**config.mk**
```make
export PLATFORM = sky130hd
export DESIGN_NAME = battery_thermistor_status_regs
export DESIGN_NICKNAME = d
export VERILOG_FILES = /design/src/design/thermistor_pkg.sv /design/src/design/sync_pair.sv /design/src/design/thermal_zone_classifier.sv /design/src/design/battery_thermistor_status_regs.sv
export SDC_FILE = /design/constraint.sdc
export NUM_CORES = 1
export LEC_CHECK = 0
export CAP_MARGIN = 40
export CORE_MARGIN = 2
export CORE_UTILIZATION = 58
export CTS_CLUSTER_DIAMETER = 150
export DETAILED_ROUTE_END_ITERATION = 8
export DONT_BUFFER_PORTS = 1
export PLACE_DENSITY_LB_ADDON = 0.08
export SKIP_CTS_REPAIR_TIMING = 1
export SLEW_MARGIN = 15
export SYNTH_ARGS = -nofsm -noshare
export SYNTH_HDL_FRONTEND = slang
export SYNTH_HIERARCHICAL = 1
export SYNTH_SLANG_ARGS = --single-unit
```
**constraint.sdc**
```tcl
create_clock -name core_clk -period 3 [get_ports core_clk]
set_input_delay 0 -clock core_clk [delete_from_list [all_inputs] [get_ports core_clk]]
set_output_delay 0 -clock core_clk [all_outputs]
set_load 0.02 [all_outputs]
```
**src/design/thermistor_pkg.sv**
```systemverilog
// Constants of the battery and thermistor status register slice.
// Assumes an 8-bit register port with byte-wide data.
package thermistor_pkg;

  // ----------------------------------------------------------------
  // Register offsets
  // ----------------------------------------------------------------
  localparam logic [7:0] OFS_PACK_AND_THERMAL_STATUS = 8'h09;
  localparam logic [7:0] OFS_THERMISTOR_BIAS_CONTROL = 8'h0A;
  localparam logic [7:0] OFS_HOT_LIMIT_SIXTY         = 8'h0B;
  localparam logic [7:0] OFS_WARM_LIMIT_FORTY_FIVE   = 8'h0C;
  localparam logic [7:0] OFS_COOL_LIMIT_TEN          = 8'h0D;
  localparam logic [7:0] OFS_COLD_LIMIT_ZERO         = 8'h0E;
  localparam logic [7:0] OFS_NODE_VOLTAGE_LOW_BYTE   = 8'h0F;
  localparam logic [7:0] OFS_NODE_VOLTAGE_HIGH_BITS  = 8'h10;
  localparam logic [7:0] OFS_EVENT_STATUS            = 8'h20;
  localparam logic [7:0] OFS_EVENT_MASK              = 8'h21;

  // ----------------------------------------------------------------
  // Field positions
  // ----------------------------------------------------------------
  localparam int ZONE_MSB        = 7;
  localparam int ZONE_LSB        = 5;
  localparam int OV_BIT          = 4;
  localparam int UV_BIT          = 3;
  localparam int COND_MSB        = 2;
  localparam int COND_LSB        = 0;
  localparam int SELECT_MSB      = 7;
  localparam int SELECT_LSB      = 6;
  localparam int FORCE_ON_BIT    = 0;
  localparam int HIGH_BITS_MSB   = 3;
  localparam int EV_ZONE_BIT     = 0;
  localparam int EV_OV_BIT       = 1;
  localparam int EV_UV_BIT       = 2;
  localparam int EV_COND_BIT     = 3;
  localparam int EV_COUNT        = 4;

  // ----------------------------------------------------------------
  // Reset values
  // ----------------------------------------------------------------
  localparam logic [7:0] RST_HOT_LIMIT   = 8'h56;
  localparam logic [7:0] RST_WARM_LIMIT  = 8'h8F;
  localparam logic [7:0] RST_COOL_LIMIT  = 8'h71;
  localparam logic [7:0] RST_COLD_LIMIT  = 8'hB4;
  localparam logic [1:0] RST_SELECT      = 2'h0;
  localparam logic       RST_FORCE_ON    = 1'h0;
  localparam logic [3:0] RST_EVENT_MASK  = 4'h0;

  // ----------------------------------------------------------------
  // Scaling of threshold codes into millivolts
  // ----------------------------------------------------------------
  localparam logic [3:0] HOT_WARM_MV_PER_CODE = 4'h2;
  localparam logic [3:0] COOL_COLD_MV_PER_CODE = 4'hA;

  // ----------------------------------------------------------------
  // Encodings
  // ----------------------------------------------------------------
  localparam logic [2:0] ZONE_OFF  = 3'h0;
  localparam logic [2:0] ZONE_COLD = 3'h1;
  localparam logic [2:0] ZONE_COOL = 3'h2;
  localparam logic [2:0] ZONE_WARM = 3'h3;
  localparam logic [2:0] ZONE_HOT  = 3'h4;
  localparam logic [2:0] ZONE_GOOD = 3'h7;

endpackage

```
**src/design/sync_pair.sv**
```systemverilog
// Two-flop synchroniser for a bus of asynchronous levels.
// Assumes each bit is independently slow relative to core_clk.
`timescale 1ns/1ps
module sync_pair #(
  parameter int WIDTH = 1
) (
  input  wire logic             core_clk,
  input  wire logic             rst,
  input  wire logic [WIDTH-1:0] async_in,
  output logic      [WIDTH-1:0] sync_out
);

  logic [WIDTH-1:0] stage_one;

  always_ff @(posedge core_clk) begin
    if (rst) begin
      stage_one <= '0;
      sync_out  <= '0;
    end else begin
      stage_one <= async_in;
      sync_out  <= stage_one;
    end
  end

endmodule // sync_pair

```
**src/design/thermal_zone_classifier.sv**
```systemverilog
// Classifies the thermistor node voltage into a thermal zone code.
// Assumes voltage and limits are in millivolts on the same clock.
`timescale 1ns/1ps
module thermal_zone_classifier (
  input  wire logic        core_clk,
  input  wire logic        rst,
  input  wire logic        bias_on,
  input  wire logic [11:0] node_mv,
  input  wire logic [11:0] hot_mv,
  input  wire logic [11:0] warm_mv,
  input  wire logic [11:0] cool_mv,
  input  wire logic [11:0] cold_mv,
  output logic      [2:0]  zone
);

  logic [2:0] next_zone;

  // A higher node voltage means a colder pack; cold is checked first.
  always_comb begin
    if (!bias_on) begin
      next_zone = thermistor_pkg::ZONE_OFF;
    end else if (node_mv > cold_mv) begin
      next_zone = thermistor_pkg::ZONE_COLD;
    end else if (node_mv > cool_mv) begin
      next_zone = thermistor_pkg::ZONE_COOL;
    end else if (node_mv < hot_mv) begin
      next_zone = thermistor_pkg::ZONE_HOT;
    end else if (node_mv < warm_mv) begin
      next_zone = thermistor_pkg::ZONE_WARM;
    end else begin
      next_zone = thermistor_pkg::ZONE_GOOD;
    end
  end

  always_ff @(posedge core_clk) begin
    if (rst) begin
      zone <= thermistor_pkg::ZONE_OFF;
    end else begin
      zone <= next_zone;
    end
  end

endmodule // thermal_zone_classifier

```
**src/design/battery_thermistor_status_regs.sv**
```systemverilog
// Battery and thermistor status registers with thermistor configuration.
// Assumes the analog front end drives its flags and the node voltage
// asynchronously, and a register master on core_clk as the only host.
//
// How it works
// Status bits 7:5 report thermal zone code.
// Status bit 4 mirrors overvoltage protection.
// Status bit 3 mirrors undervoltage protection.
// Status bits 2:0 carry pack condition code.
// Control bits 7:6 select bias current.
// Control bit 0 forces bias current on.
// Hot limit register, reset 0x56, 2 mV.
// Warm limit register, reset 0x8F, 2 mV.
// Cool limit register, reset 0x71, 10 mV.
// Cold limit register, reset 0xB4, 10 mV.
// Low node voltage byte read only.
// High node voltage nibble at next address.
// Zone from voltage versus four thresholds.
// Read-only status and low byte live, high nibble latched; writes to them ignored.
//
// The plain strobed port is this design's own decision.
`timescale 1ns/1ps
module battery_thermistor_status_regs #(
  parameter logic [1:0] FACTORY_SELECT = thermistor_pkg::RST_SELECT
) (
  input  wire logic        core_clk,
  input  wire logic        rst,
  input  wire logic [7:0]  reg_addr,
  input  wire logic [7:0]  reg_wdata,
  input  wire logic        reg_write,
  input  wire logic        reg_read,
  output logic      [7:0]  reg_rdata,
  input  wire logic        supply_valid,
  input  wire logic        overvoltage_active,
  input  wire logic        undervoltage_active,
  input  wire logic [2:0]  condition_in,
  input  wire logic [11:0] node_voltage_mv,
  output logic      [1:0]  sense_current_select,
  output logic             sense_current_enable,
  output logic             irq
);

  // ----------------------------------------------------------------
  // Front-end synchronisation
  // ----------------------------------------------------------------

  logic [11:0] node_sync;
  logic [2:0]  cond_sync;
  logic        supply_sync;
  logic        ov_sync;
  logic        uv_sync;

  sync_pair #(.WIDTH(12)) u_node_sync (
    .core_clk (core_clk),
    .rst      (rst),
    .async_in (node_voltage_mv),
    .sync_out (node_sync)
  );

  sync_pair #(.WIDTH(6)) u_flag_sync (
    .core_clk (core_clk),
    .rst      (rst),
    .async_in ({supply_valid, overvoltage_active,
                undervoltage_active, condition_in}),
    .sync_out ({supply_sync, ov_sync, uv_sync, cond_sync})
  );

  // ----------------------------------------------------------------
  // Measurement qualification
  // ----------------------------------------------------------------

  // A multi-bit word sampled while it moves can tear, so a new voltage
  // is only accepted once two successive samples agree.
  logic [11:0] node_prev;
  logic [11:0] node_mv;
  logic [2:0]  cond_prev;
  logic [2:0]  pack_condition_code;

  always_ff @(posedge core_clk) begin
    if (rst) begin
      node_prev <= 12'h000;
      node_mv   <= 12'h000;
    end else begin
      node_prev <= node_sync;
      if (node_prev == node_sync) begin
        node_mv <= node_sync;
      end
    end
  end

  always_ff @(posedge core_clk) begin
    if (rst) begin
      cond_prev           <= 3'h0;
      pack_condition_code <= 3'h0;
    end else begin
      cond_prev <= cond_sync;
      if (cond_prev == cond_sync) begin
        pack_condition_code <= cond_sync;
      end
    end
  end

  logic pack_overvoltage_flag;
  logic pack_undervoltage_flag;

  always_ff @(posedge core_clk) begin
    if (rst) begin
      pack_overvoltage_flag  <= 1'b0;
      pack_undervoltage_flag <= 1'b0;
    end else begin
      pack_overvoltage_flag  <= ov_sync;
      pack_undervoltage_flag <= uv_sync;
    end
  end

  // ----------------------------------------------------------------
  // Address decode
  // ----------------------------------------------------------------

  logic hit_status;
  logic hit_control;
  logic hit_hot;
  logic hit_warm;
  logic hit_cool;
  logic hit_cold;
  logic hit_low;
  logic hit_high;
  logic hit_events;
  logic hit_mask;

  assign hit_status  = reg_addr == thermistor_pkg::OFS_PACK_AND_THERMAL_STATUS;
  assign hit_control = reg_addr == thermistor_pkg::OFS_THERMISTOR_BIAS_CONTROL;
  assign hit_hot     = reg_addr == thermistor_pkg::OFS_HOT_LIMIT_SIXTY;
  assign hit_warm    = reg_addr == thermistor_pkg::OFS_WARM_LIMIT_FORTY_FIVE;
  assign hit_cool    = reg_addr == thermistor_pkg::OFS_COOL_LIMIT_TEN;
  assign hit_cold    = reg_addr == thermistor_pkg::OFS_COLD_LIMIT_ZERO;
  assign hit_low     = reg_addr == thermistor_pkg::OFS_NODE_VOLTAGE_LOW_BYTE;
  assign hit_high    = reg_addr == thermistor_pkg::OFS_NODE_VOLTAGE_HIGH_BITS;
  assign hit_events  = reg_addr == thermistor_pkg::OFS_EVENT_STATUS;
  assign hit_mask    = reg_addr == thermistor_pkg::OFS_EVENT_MASK;

  // ----------------------------------------------------------------
  // Thermistor bias control
  // ----------------------------------------------------------------

  logic sense_current_force_on;

  // Only bits 7:6 and 0 are storage; bits 5:1 are dropped on write.
  always_ff @(posedge core_clk) begin
    if (rst) begin
      sense_current_select   <= FACTORY_SELECT;
      sense_current_force_on <= thermistor_pkg::RST_FORCE_ON;
    end else if (reg_write && hit_control) begin
      sense_current_select   <= reg_wdata[thermistor_pkg::SELECT_MSB:
                                          thermistor_pkg::SELECT_LSB];
      sense_current_force_on <= reg_wdata[thermistor_pkg::FORCE_ON_BIT];
    end
  end

  // The source follows the supply unless software holds it on.
  always_ff @(posedge core_clk) begin
    if (rst) begin
      sense_current_enable <= 1'b0;
    end else begin
      sense_current_enable <= supply_sync | sense_current_force_on;
    end
  end

  // ----------------------------------------------------------------
  // Temperature thresholds
  // ----------------------------------------------------------------

  logic [7:0] hot_limit_sixty;
  logic [7:0] warm_limit_forty_five;
  logic [7:0] cool_limit_ten;
  logic [7:0] cold_limit_zero;

  always_ff @(posedge core_clk) begin
    if (rst) begin
      hot_limit_sixty <= thermistor_pkg::RST_HOT_LIMIT;
    end else if (reg_write && hit_hot) begin
      hot_limit_sixty <= reg_wdata;
    end
  end

  always_ff @(posedge core_clk) begin
    if (rst) begin
      warm_limit_forty_five <= thermistor_pkg::RST_WARM_LIMIT;
    end else if (reg_write && hit_warm) begin
      warm_limit_forty_five <= reg_wdata;
    end
  end

  always_ff @(posedge core_clk) begin
    if (rst) begin
      cool_limit_ten <= thermistor_pkg::RST_COOL_LIMIT;
    end else if (reg_write && hit_cool) begin
      cool_limit_ten <= reg_wdata;
    end
  end

  always_ff @(posedge core_clk) begin
    if (rst) begin
      cold_limit_zero <= thermistor_pkg::RST_COLD_LIMIT;
    end else if (reg_write && hit_cold) begin
      cold_limit_zero <= reg_wdata;
    end
  end

  // Limits scaled into millivolts: 2 mV per code for hot and warm,
  // 10 mV per code for cool and cold.
  logic [11:0] hot_mv;
  logic [11:0] warm_mv;
  logic [11:0] cool_mv;
  logic [11:0] cold_mv;

  assign hot_mv  = 12'(hot_limit_sixty * thermistor_pkg::HOT_WARM_MV_PER_CODE);
  assign warm_mv = 12'(warm_limit_forty_five
                       * thermistor_pkg::HOT_WARM_MV_PER_CODE);
  assign cool_mv = 12'(cool_limit_ten
                       * thermistor_pkg::COOL_COLD_MV_PER_CODE);
  assign cold_mv = 12'(cold_limit_zero
                       * thermistor_pkg::COOL_COLD_MV_PER_CODE);

  // ----------------------------------------------------------------
  // Thermal zone
  // ----------------------------------------------------------------

  logic [2:0] thermal_zone_code;

  thermal_zone_classifier u_zone (
    .core_clk (core_clk),
    .rst      (rst),
    .bias_on  (sense_current_enable),
    .node_mv  (node_mv),
    .hot_mv   (hot_mv),
    .warm_mv  (warm_mv),
    .cool_mv  (cool_mv),
    .cold_mv  (cold_mv),
    .zone     (thermal_zone_code)
  );

  // ----------------------------------------------------------------
  // Node voltage readback
  // ----------------------------------------------------------------

  // Reading the low byte freezes the high nibble so that a low-then-high
  // pair of reads forms one coherent 12-bit sample.
  logic [3:0] node_voltage_high_bits;
  logic [7:0] node_voltage_low_bits;

  assign node_voltage_low_bits = node_mv[7:0];

  always_ff @(posedge core_clk) begin
    if (rst) begin
      node_voltage_high_bits <= 4'h0;
    end else if (reg_read && hit_low) begin
      node_voltage_high_bits <= node_mv[11:8];
    end
  end

  // ----------------------------------------------------------------
  // Events and interrupt
  // ----------------------------------------------------------------

  logic [2:0] zone_prev;
  logic       ov_prev;
  logic       uv_prev;
  logic [2:0] cond_seen;
  logic [3:0] event_hit;
  logic [3:0] event_status;
  logic [3:0] event_mask;

  always_ff @(posedge core_clk) begin
    if (rst) begin
      zone_prev <= thermistor_pkg::ZONE_OFF;
      ov_prev   <= 1'b0;
      uv_prev   <= 1'b0;
      cond_seen <= 3'h0;
    end else begin
      zone_prev <= thermal_zone_code;
      ov_prev   <= pack_overvoltage_flag;
      uv_prev   <= pack_undervoltage_flag;
      cond_seen <= pack_condition_code;
    end
  end

  always_comb begin
    event_hit = 4'h0;
    event_hit[thermistor_pkg::EV_ZONE_BIT] = zone_prev != thermal_zone_code;
    event_hit[thermistor_pkg::EV_OV_BIT]   = pack_overvoltage_flag & ~ov_prev;
    event_hit[thermistor_pkg::EV_UV_BIT]   = pack_undervoltage_flag & ~uv_prev;
    event_hit[thermistor_pkg::EV_COND_BIT] = cond_seen != pack_condition_code;
  end

  // A read clears the sticky bits, but an event in the same cycle wins.
  always_ff @(posedge core_clk) begin
    if (rst) begin
      event_status <= 4'h0;
    end else if (reg_read && hit_events) begin
      event_status <= event_hit;
    end else begin
      event_status <= event_status | event_hit;
    end
  end

  always_ff @(posedge core_clk) begin
    if (rst) begin
      event_mask <= thermistor_pkg::RST_EVENT_MASK;
    end else if (reg_write && hit_mask) begin
      event_mask <= reg_wdata[thermistor_pkg::EV_COUNT-1:0];
    end
  end

  assign irq = |(event_status & event_mask);

  // ----------------------------------------------------------------
  // Read data
  // ----------------------------------------------------------------

  // Status and low-byte words are assembled from live state, the high nibble from its latch; writes
  // to these offsets fall through every storage decode above.
  logic [7:0] status_word;
  logic [7:0] control_word;
  logic [7:0] next_rdata;

  always_comb begin
    status_word = 8'h00;
    status_word[thermistor_pkg::ZONE_MSB:thermistor_pkg::ZONE_LSB] =
      thermal_zone_code;
    status_word[thermistor_pkg::OV_BIT] = pack_overvoltage_flag;
    status_word[thermistor_pkg::UV_BIT] = pack_undervoltage_flag;
    status_word[thermistor_pkg::COND_MSB:thermistor_pkg::COND_LSB] =
      pack_condition_code;
  end

  always_comb begin
    control_word = 8'h00;
    control_word[thermistor_pkg::SELECT_MSB:thermistor_pkg::SELECT_LSB] =
      sense_current_select;
    control_word[thermistor_pkg::FORCE_ON_BIT] = sense_current_force_on;
  end

  always_comb begin
    next_rdata = 8'h00;
    if (hit_status) begin
      next_rdata = status_word;
    end else if (hit_control) begin
      next_rdata = control_word;
    end else if (hit_hot) begin
      next_rdata = hot_limit_sixty;
    end else if (hit_warm) begin
      next_rdata = warm_limit_forty_five;
    end else if (hit_cool) begin
      next_rdata = cool_limit_ten;
    end else if (hit_cold) begin
      next_rdata = cold_limit_zero;
    end else if (hit_low) begin
      next_rdata = node_voltage_low_bits;
    end else if (hit_high) begin
      next_rdata = {4'h0, node_voltage_high_bits};
    end else if (hit_events) begin
      next_rdata = {4'h0, event_status};
    end else if (hit_mask) begin
      next_rdata = {4'h0, event_mask};
    end
  end

  // Read data stand only in the cycle after the strobe, zero otherwise.
  always_ff @(posedge core_clk) begin
    if (rst) begin
      reg_rdata <= 8'h00;
    end else if (reg_read) begin
      reg_rdata <= next_rdata;
    end else begin
      reg_rdata <= 8'h00;
    end
  end

endmodule // battery_thermistor_status_regs

```
; Word level (Yosys, flattened, before mapping)
; Cells that the tools add are included.
; W data, S select, Z words.
[word_totals]
elab_cells = 85
in_bits = 38
register_bits = 135
[classes]
reduce_logical = 13
bitwise = 9
n_mul = 2
n_lt_le_gt_ge = 4
mux = 15
n_eq_ne = 14
[op_table]
columns = cell, n
row1 = $eq A8 B4 Y1 const B, 7
row2 = $mux W8, 7
row3 = $gt A12 B12 Y1, 2
row4 = $lt A12 B9 Y1, 2
row5 = $mul A8 B3 Y11 const B, 2
row6 = $eq A8 B6 Y1 const B, 2
row7 = $mux W4, 4
row8 = $eq A12 B12 Y1, 1
row9 = $eq A8 B5 Y1 const B, 1
row10 = $logic_and A1 B1 Y1, 8
row11 = $reduce_or A4 Y1, 2
row12 = $mux W3, 2
row13 = $ne A3 B3 Y1, 2
row14 = $and A4 B4 Y4, 1
row15 = $not A1 Y1, 4
row16 = $or A4 B4 Y4, 1
row17 = $reduce_or A2 Y1, 2
row18 = $eq A3 B3 Y1, 1
row19 = $reduce_or A3 Y1, 1
row20 = $and A1 B1 Y1, 2
row21 = $mux W2, 1
row22 = $mux W1, 1
row23 = $or A1 B1 Y1, 1

; Logic depth before layout (Yosys ltp)
; Gate-level depths: netlist (run 1).
[logic_depth]
word_depth = 11
ltp_mapped = 15

; Cells and area by module
; The synthesis (run 1) kept the hierarchy.
[by_module_without_submodules]
columns = module, n_inst, area_each_um2, cells_per_inst
row1 = battery_thermistor_status_regs, 1, 4733.3, 496
row2 = thermal_zone_classifier, 1, 1316.3, 169
row3 = sync_pair (u_node_sync), 1, 693.2, 50
row4 = sync_pair (u_flag_sync), 1, 366.6, 25

; Worst setup path after synthesis (run 1)
; No wires, ideal clock.
[synth_timing]
kind = reg-to-reg
start = reg cool_limit_ten[1]
end = reg u_zone.zone[1]
setup_ps = 116
path_stages_with_launch = 16
t_arrival_ps = 3134
path_buffers = 0
slack_ps = -251
path_cell_list = dfxtp_1 ha_1 ha_1 fa_1 a21o_1 a21oi_1 o21bai_1 a21oi_1 xnor2_1 inv_1 ha_1 a21oi_1 nand2_1 a21o_2 o31a_1 o211a_1
[synth_between]
elab_chain_len = 3
[synth_lines]
columns = element, line_no
row1 = start: declaration, battery_thermistor_status_regs.sv:175  ; logic [7:0] cool_limit_ten;
row2 = start signal: assignment, battery_thermistor_status_regs.sv:196  ; cool_limit_ten <= thermistor_pkg::RST_COOL_LIMIT;
row3 = start signal: assignment, battery_thermistor_status_regs.sv:198  ; cool_limit_ten <= reg_wdata;
row4 = $mul A8 B3 Y11, battery_thermistor_status_regs.sv:221  ; * thermistor_pkg::COOL_COLD_MV_PER_CODE);
row5 = net cool_mv[10], battery_thermistor_status_regs.sv:214  ; logic [11:0] cool_mv;
row6 = $gt A12 B12 Y1, thermal_zone_classifier.sv:24  ; end else if (node_mv > cool_mv) begin
row7 = $mux W2, thermal_zone_classifier.sv:24
row8 = end signal: assignment, thermal_zone_classifier.sv:37  ; zone <= thermistor_pkg::ZONE_OFF;
row9 = end signal: assignment, thermal_zone_classifier.sv:39  ; zone <= next_zone;
row10 = end: declaration, thermal_zone_classifier.sv:13  ; output logic [2:0] zone
; The timed path passes the listed nets, and every way through them passes these cells.
; A chain may end at the register's enable or synchronous reset.

; Final worst setup path (run 1)
; Ends and elaborated chain as after synthesis.

==> results of run 1 <==
worst max-delay path by stage:
stage                           endpoint  slack [ps]               start  depth (start not counted)
after floorplan           u_zone/zone[1]         -30   cool_limit_ten[1]                         14
after global placement    u_zone/zone[1]        -100   cool_limit_ten[1]                         15
after detailed placement  u_zone/zone[2]        -140  cold_limit_zero[2]                         14
after CTS                 u_zone/zone[2]        -180  cold_limit_zero[2]                         14
after global routing      u_zone/zone[1]        -290   cool_limit_ten[1]                         14
final                     u_zone/zone[1]        -130   cool_limit_ten[1]                         14
cell type report:
type                    instances  area share
clock buffers                  19      0.0533
clock inverters                13      0.0187
inverters                      60      0.0265
multi-input cells             523       0.498
flip-flops and latches        135       0.319
well taps                     147      0.0216
repair buffers                 58      0.0630
state kept, by name (all words and copies together), names as in the netlist, 2 cells and up:
signal,cells
node_mv,12
node_prev,12
u_node_sync/stage_one,12
u_node_sync/sync_out,12
cold_limit_zero,8
cool_limit_ten,8
hot_limit_sixty,8
reg_rdata,8
warm_limit_forty_five,8
u_flag_sync/stage_one,6
u_flag_sync/sync_out,6
event_mask,4
event_status,4
node_voltage_high_bits,4
cond_prev,3
cond_seen,3
pack_condition_code,3
u_zone/zone,3
zone_prev,3
sense_current_select,2
cell usage after synthesis, types with 3 or more instances:
cell type / instances / area, µm²
sky130_fd_sc_hd__nor4_1: 4 / 25.0
sky130_fd_sc_hd__ha_1: 70 / 876
sky130_fd_sc_hd__nor2b_2: 23 / 201
sky130_fd_sc_hd__nor2_1: 79 / 297
sky130_fd_sc_hd__buf_6: 5 / 56.3
sky130_fd_sc_hd__o21ai_0: 12 / 60.1
sky130_fd_sc_hd__xnor2_1: 7 / 61.3
sky130_fd_sc_hd__o211ai_1: 4 / 30.0
sky130_fd_sc_hd__xor2_1: 24 / 210
sky130_fd_sc_hd__a211oi_1: 5 / 37.5
sky130_fd_sc_hd__nand2b_1: 7 / 43.8
sky130_fd_sc_hd__a21oi_1: 39 / 195
sky130_fd_sc_hd__mux2_2: 5 / 56.3
sky130_fd_sc_hd__nand3_1: 6 / 30.0
sky130_fd_sc_hd__clkbuf_1: 9 / 33.8
sky130_fd_sc_hd__mux2i_1: 42 / 420
sky130_fd_sc_hd__buf_4: 3 / 22.5
sky130_fd_sc_hd__inv_1: 60 / 225
sky130_fd_sc_hd__dfxtp_1: 135 / 2700
sky130_fd_sc_hd__nand4_1: 10 / 62.6
sky130_fd_sc_hd__nor3_1: 3 / 15.0
sky130_fd_sc_hd__a211o_1: 17 / 149
sky130_fd_sc_hd__buf_2: 9 / 45.0
sky130_fd_sc_hd__a2111oi_0: 3 / 26.3
sky130_fd_sc_hd__and3_1: 4 / 25.0
sky130_fd_sc_hd__a2111o_1: 3 / 33.8
sky130_fd_sc_hd__nand2_1: 20 / 75.1
sky130_fd_sc_hd__o21ai_1: 3 / 15.0
sky130_fd_sc_hd__buf_1: 3 / 11.3
sky130_fd_sc_hd__a21o_1: 15 / 113
sky130_fd_sc_hd__nor2b_1: 38 / 238
sky130_fd_sc_hd__o31ai_1: 3 / 22.5
sky130_fd_sc_hd__a22oi_1: 8 / 60.1
sky130_fd_sc_hd__and2b_1: 5 / 37.5
sky130_fd_sc_hd__a222oi_1: 3 / 30.0
metal layers:
metal  vias up  GRT usage  routed length (µm)
met5         -          0                   0
met4         0      0.119                 697
met3        59     0.0603                1090
met2       216      0.439                8910
met1      2644      0.344                7590
li1       2680          -                   -
worst max-delay path: cells and delay by family, from the launching register on:
kind,cells,cell delay [ps]
XOR/XNOR,1,130
adder cells (fa/ha/maj),4,1020
AO/OA/AOI/OAI,6,940
buffers and inverters,1,90
AND/OR/NAND/NOR,2,490
flip-flops,1,340
stage by stage:
stage	total power, W	TNS, ps
after floorplan	0.00209	-30.0
after global placement	0.00208	-214
after detailed placement	0.00208	-362
after CTS	0.00420	-481
after global routing	0.00440	-776
final	0.00427	-361
where the power goes:
group	total [W]	switching, W	internal, W	leakage (nW)
sequential	0.00186	0.0000287	0.00183	1.10
combinational	0.000265	0.000136	0.000129	2.60
clock	0.00214	0.000850	0.00129	0.295
cell families (layout without fill, tap and decap cells):
kind of cell / Yosys count / in the layout / share of synthesized area
multiplexers: 49 / 49 / 0.0723
XOR/XNOR: 31 / 31 / 0.0382
buffers and inverters: 91 / 150 / 0.0583
AND/OR/NAND/NOR: 217 / 217 / 0.173
flip-flops: 135 / 135 / 0.380
adder cells (fa/ha/maj): 72 / 72 / 0.129
other: 1 / 10 / 0.000527
AO/OA/AOI/OAI: 144 / 144 / 0.148
==> reports/qor.txt, run 1 <==
=====================================================================================
Status ................................................................. complete, but fails checks
Violated checks ........................................................ hold timing, setup timing
Total Routing Usage GR .................................................        0.269
Share of the cycle needed by the critical path after routing ...........         1.04
Arrival time at the worst endpoint .....................................      3450 ps
Area of the die ........................................................   13,200 µm²
Clock-pin slew on the worst setup and hold paths .......................        70 ps
Length in cells of the worst reg-to-reg path ...........................           14
Total placed instance area .............................................     7330 µm²
Starting density of the core ...........................................        0.592
Number of non-filler instances in the completed layout .................          955
Endpoint of the most critical register-to-register path ................ u_zone/zone[1]
Number of antenna violations at the first check in global routing ......            0
Final count of negative-setup-slack endpoints ..........................            3
Number of buffers inserted by port buffering ...........................            0
Root buffer cell ....................................................... sky130_fd_sc_hd__clkbuf_16
Final core utilization .................................................        0.708
Setup repair after global routing missed its margin ....................         true
Vias per cell ..........................................................         5.86
Min-Delay Startpoint ...................................................  reg_addr[5]
Startpoint-to-endpoint class of the critical path ...................... flip-flop to flip-flop
Final standard cell area without fillers ...............................     8500 µm²
Worst hold slack across all endpoints ..................................     -47.1 ps
Drt total wl ...........................................................    18,300 µm
Synthesized instance count .............................................          740
Yosys synthesis warning count ..........................................            6
Final weighted congestion of routability-driven global placement .......        0.944
Startpoint kind of the worst setup timing path .........................    flip-flop
Length of the first detailed-routing pass in iterations ................            8
Delay of the slowest cell on the worst path ............................       360 ps
DRC Markers ............................................................            0
WP data required .......................................................      3310 ps
Clock buffers created by TritonCTS .....................................           17
Count of routing violations after the opening detailed-route iteration .          553
Detail Route Antenna Nets ..............................................            0
Worst setup slack before clock tree synthesis ..........................      -141 ps
Setup clock skew after layout ..........................................      8.54 ps
Sequential area share after synthesis ..................................        0.380
Clock net sink count ...................................................          135
Number of top-level pins ...............................................           50
Final number of hold-violating endpoints ...............................            4
Top fanout value on the critical path ..................................            3
Chip height ............................................................       115 µm
Critical path, cell by cell ............................................ ha_4 > ha_4 > fa_2 > a21o_1 > a21oi_2 > o21bai_1 > a21oi_2 > xnor2_1 > inv_1 > ha_4 > nand4_1 > or3_4 > o31a_1 > o211a_1
Total placed cells including tap cells .................................          886
Average cell area after synthesis ......................................     9.61 µm²
Count of filler cells inserted in the layout ...........................          919
Seq. cell area .........................................................     2710 µm²
Worst-case register-to-register setup slack ............................      -130 ps
Congestion Overflow GR .................................................            0
Endpoint, Worst Hold ................................................... reg_rdata[6]
Netlist Area Pre-Place .................................................     7110 µm²
Count of H-tree levels built during CTS ................................            4
Layout overhead on the synthesized area ................................        19.5%
Maximum VDD drop .......................................................     0.451 mV
Maximum number of pins on one net before global-route repair ...........          127
Crit-path slowest cell ................................................. sky130_fd_sc_hd__or3_4
CTS tree ...............................................................          yes
Slack of the critical path .............................................      -134 ps
Leakage power summed over all cells ....................................      4.00 nW
Cell occurring most often along the worst timing path .................. sky130_fd_sc_hd__ha_4
Count of different cell masters after synthesis ........................           74
Count of pins over their slew limit ....................................            0
Clock latency on the worst-skew pair ...................................       430 ps
Hold depth .............................................................            3
Via count of the first global-routing pass .............................        5,202
Max-cap check violation count ..........................................            0
Leading cell type in the layout, fill and taps excluded ................ sky130_fd_sc_hd__dfxtp_1
Wire length of the first global-routing pass ...........................    26,800 µm
Slew Limit Headroom ....................................................        0.433
Fraction of final layout cells with drive strength greater than 1 ......        0.178
Async SR Flop Fraction .................................................            0
Core ar. ...............................................................   12,000 µm²
Worst min-delay path category .......................................... input port to flip-flop
Kind of end point of the critical path .................................    flip-flop
Minimum period implied by the final worst setup slack ..................      3130 ps
DR vias ................................................................        5,599
Overall die width ......................................................       115 µm
Area of the multi-input gates ..........................................     4230 µm²
Highest clock frequency the design can meet ............................    0.319 GHz
Register bit count reported by yosys ...................................          135
Worst-margin pin slew ..................................................       847 ps
Count of antenna diodes in the layout ..................................            0
Power Dens Cells .......................................................   502 nW/µm²
Commonest cells after routing, fill and taps aside ..................... 128 x sky130_fd_sc_hd__dfxtp_1, 79 x sky130_fd_sc_hd__nor2_1, 60 x sky130_fd_sc_hd__inv_1
Maximum count of clock buffers along a single path .....................            2
Final Net Count ........................................................          905
Synth Flop Type ........................................................ sky130_fd_sc_hd__dfxtp_1
EDFF count, synth ......................................................            0
Row cnt ................................................................           40
Detailed placer's ending HPWL ..........................................    12,100 µm
Startpoint of the most critical register-to-register path .............. cool_limit_ten[1]
Wire length per cell ...................................................      19.2 µm
=====================================================================================
No activity file was read; power rests on OpenSTA's default activity.
==> run 2: changes to the inputs <==
--- a/config.mk
+++ b/config.mk
@@ -7,7 +7,7 @@
 export LEC_CHECK = 0
 export CAP_MARGIN = 40
 export CORE_MARGIN = 2
-export CORE_UTILIZATION = 58
+export CORE_UTILIZATION = 51
 export CTS_CLUSTER_DIAMETER = 150
 export DETAILED_ROUTE_END_ITERATION = 8
 export DONT_BUFFER_PORTS = 1
==> constraint.sdc (replaced) <==
create_clock -name core_clk -period 3.9 [get_ports core_clk]
set_input_delay 0 -clock core_clk [delete_from_list [all_inputs] [get_ports core_clk]]
set_output_delay 0 -clock core_clk [all_outputs]
set_load 0.02 [all_outputs]
==> reports/qor.txt, run 2 (synthesized netlist as in run 1, its figures left out) <==
=====================================================================================
Area of the die ........................................................   14,900 µm²   +13%
Met2 WL ................................................................      8620 µm   -3.3%
Setup clock skew after layout ..........................................      10.4 ps   +1.83 ps
Row cnt ................................................................           43   +7.5%
Clock net sink count ...................................................          135   unchanged
Vias per cell ..........................................................         5.52   -5.9%
Maximum number of pins on one net before global-route repair ...........          127   unchanged
Relative contribution of the clock network to total power ..............        0.489   -0.013
Count of routing violations after the opening detailed-route iteration .          469   -15%
Via count of the first global-routing pass .............................        5,318   +2.2%
Starting density of the core ...........................................        0.516   -0.0757
Detail Route Antenna Nets ..............................................            0   unchanged
Arrival time at the worst endpoint .....................................      3850 ps   +400 ps
Clock latency on the worst-skew pair ...................................       420 ps   about the same
Wire length per cell ...................................................      18.5 µm   -3.3%
WP buf/inv .............................................................            1   unchanged
Number of top-level pins ...............................................           50   unchanged
Minimum period implied by the final worst setup slack ..................      3540 ps   +404 ps
Sequential Power Share .................................................        0.449   +0.013
Highest clock frequency the design can meet ............................    0.283 GHz   -11%
Part of the power in combinational logic ...............................        0.063   about the same
Maximum VDD drop .......................................................     0.329 mV   -27%
Cell Int Power .........................................................    0.00242 W   -26%
Chip height ............................................................       122 µm   +6.4%
Max-cap check violation count ..........................................            0   unchanged
Leakage power summed over all cells ....................................      3.86 nW   -3.4%
Count of pins over their slew limit ....................................            0   unchanged
Power Dens Cells .......................................................   393 nW/µm²   -22%
Crit-path slowest cell ................................................. sky130_fd_sc_hd__or3_1
Wire length of the first global-routing pass ...........................    27,400 µm   +2.1%
Maximum count of clock buffers along a single path .....................            2   unchanged
DRC Markers ............................................................            0   unchanged
Kind of cell adding the most delay to the critical path ................  adder cells
Overall die width ......................................................       122 µm   +6.4%
Length of the first detailed-routing pass in iterations ................            5   -3
Final count of negative-setup-slack endpoints ..........................            0   -3
Leading cell type in the layout, fill and taps excluded ................ sky130_fd_sc_hd__dfxtp_1
Total placed cells including tap cells .................................          898   +1.4%
Reported net switching power ...........................................   0.000774 W   -24%
Drt total wl ...........................................................    17,800 µm   -2.4%
Max layer used .........................................................         met4
Commonest cells after routing, fill and taps aside ..................... 135 x sky130_fd_sc_hd__dfxtp_1, 79 x sky130_fd_sc_hd__nor2_1, 70 x sky130_fd_sc_hd__ha_1
Detailed placer's ending HPWL ..........................................    12,500 µm   +3.2%
Switching share of power ...............................................        0.243   +0.00483
Met3 Wirelength ........................................................       808 µm   -26%
Status ................................................................. finished clean
Worst-margin pin slew ..................................................       796 ps   -51.2 ps
Cell occurring most often along the worst timing path .................. sky130_fd_sc_hd__ha_1
Wire length on met1 ....................................................      8050 µm   +6.0%
Count of antenna diodes in the layout ..................................            0   unchanged
Setup repair after global routing missed its margin ....................        false
Startpoint-to-endpoint class of the critical path ...................... flip-flop to flip-flop
Startpoint kind of the worst setup timing path .........................    flip-flop
Root buffer cell ....................................................... sky130_fd_sc_hd__clkbuf_16
Fraction of final layout cells with drive strength greater than 1 ......        0.107   -0.0711
Final weighted congestion of routability-driven global placement .......        0.929   -1.6%
DR vias ................................................................        5,318   -5.0%
Kind of end point of the critical path .................................    flip-flop
Core ar. ...............................................................   13,800 µm²   +15%
Summed negative setup slack over all endpoints .........................         0 ps   +361 ps
Congestion Overflow GR .................................................            0   unchanged
Clock buffers created by TritonCTS .....................................           17   unchanged
Worst min-delay path category .......................................... input port to flip-flop
Count of H-tree levels built during CTS ................................            4   unchanged
Share of the cycle needed by the critical path after routing ...........        0.907   -0.137
Slew Limit Headroom ....................................................        0.468   +0.0342
Total Routing Usage GR .................................................        0.243   -0.0259
Delay of the slowest cell on the worst path ............................       420 ps   +60 ps
Layout overhead on the synthesized area ................................        14.1%
Final number of hold-violating endpoints ...............................            0   -4
WP data required .......................................................      4210 ps   +900 ps
Clock-pin slew on the worst setup and hold paths .......................        60 ps   about the same
Final Net Count ........................................................          881   -2.7%
Critical path, cell by cell ............................................ ha_1 > ha_1 > fa_1 > a21o_1 > a21oi_1 > o21bai_1 > a21oi_1 > xnor2_1 > inv_1 > ha_1 > nand4_1 > or3_1 > o31a_1 > o211a_1
CTS tree ...............................................................          yes
Number of non-filler instances in the completed layout .................          964   +0.94%
Number of antenna violations at the first check in global routing ......            0   unchanged
Top fanout value on the critical path ..................................            4   +1
Number of buffers inserted by port buffering ...........................            0   unchanged
=====================================================================================
==> run 2: changes by cell type in the layout (fill, tap and decap cells not counted), moves of 7 or more <==
cell                      delta
sky130_fd_sc_hd__buf_4      -25
sky130_fd_sc_hd__ha_1       +13
sky130_fd_sc_hd__ha_4       -11
sky130_fd_sc_hd__a21oi_1     +8
sky130_fd_sc_hd__a21oi_2     -7
sky130_fd_sc_hd__dfxtp_1     +7
sky130_fd_sc_hd__dfxtp_2     -7
==> run 2: power by group through the flow <==
stage	clock network (W)	logic [W]	registers, W
after global routing	0.00165	0.000220	0.00143
after global placement	0	0.000137	0.00146
after detailed placement	0	0.000141	0.00146
after CTS	0.00158	0.000143	0.00143
after floorplan	0	0.000152	0.00145
final	0.00156	0.000200	0.00143
==> run 2: path summary, 6_finish.rpt <==
| kind | cells past startpoint | slack [ps] | start | to |
|---|---|---|---|---|
| setup / recovery | 14 | 360 | cool_limit_ten[3] | u_zone/zone[1] |
| hold / removal | 3 | 2 | reg_addr[2] | reg_rdata[0] |
| setup reg to reg | 14 | 360 | cool_limit_ten[3] | u_zone/zone[1] |
| hold reg to reg | 1 | 430 | u_node_sync/stage_one[11] | u_node_sync/sync_out[11] |
==> run 2: stage by stage <==
stage	util	instance area [µm²]	total power, W	hold slack [ps]	setup slack [ps]
floorplan	-	7140	0.00160	125	649
global placement	0.521	7180	0.00160	74.4	515
detailed placement	0.521	7180	0.00160	75.6	404
CTS	0.563	7760	0.00316	-374	386
global route	0.589	8110	0.00330	-6.39	137
finish	0.589	8110	0.00319	1.58	362
==> run 2: routing by layer <==
layer / vias to the layer above / global-route usage
met3: 24 / 0.0449
met1: 2536 / 0.315
met5: - / 0
li1: 2623 / -
met4: 0 / 0.101
met2: 135 / 0.399
==> run 2: layout make-up <==
type | count | area (µm²)
Inverter | 60 | 225
Sequential cell | 135 | 2700
Clock buffer | 19 | 443
Fill cell | 1237 | 5660
Clock inverter | 13 | 134
Tap cell | 180 | 225
Multi-Input combinational cell | 523 | 4030
Timing Repair Buffer | 34 | 358
==> run 2: worst reg2reg max path, cell delays in order (launching register included) <==
cell and delay, ps:
sky130_fd_sc_hd__dfxtp_1 400, sky130_fd_sc_hd__ha_1 260, sky130_fd_sc_hd__ha_1 230, sky130_fd_sc_hd__fa_1 410, sky130_fd_sc_hd__a21o_1 200, sky130_fd_sc_hd__a21oi_1 220
sky130_fd_sc_hd__o21bai_1 90, sky130_fd_sc_hd__a21oi_1 170, sky130_fd_sc_hd__xnor2_1 140, sky130_fd_sc_hd__inv_1 70, sky130_fd_sc_hd__ha_1 310, sky130_fd_sc_hd__nand4_1 150
sky130_fd_sc_hd__or3_1 420, sky130_fd_sc_hd__o31a_1 140, sky130_fd_sc_hd__o211a_1 220
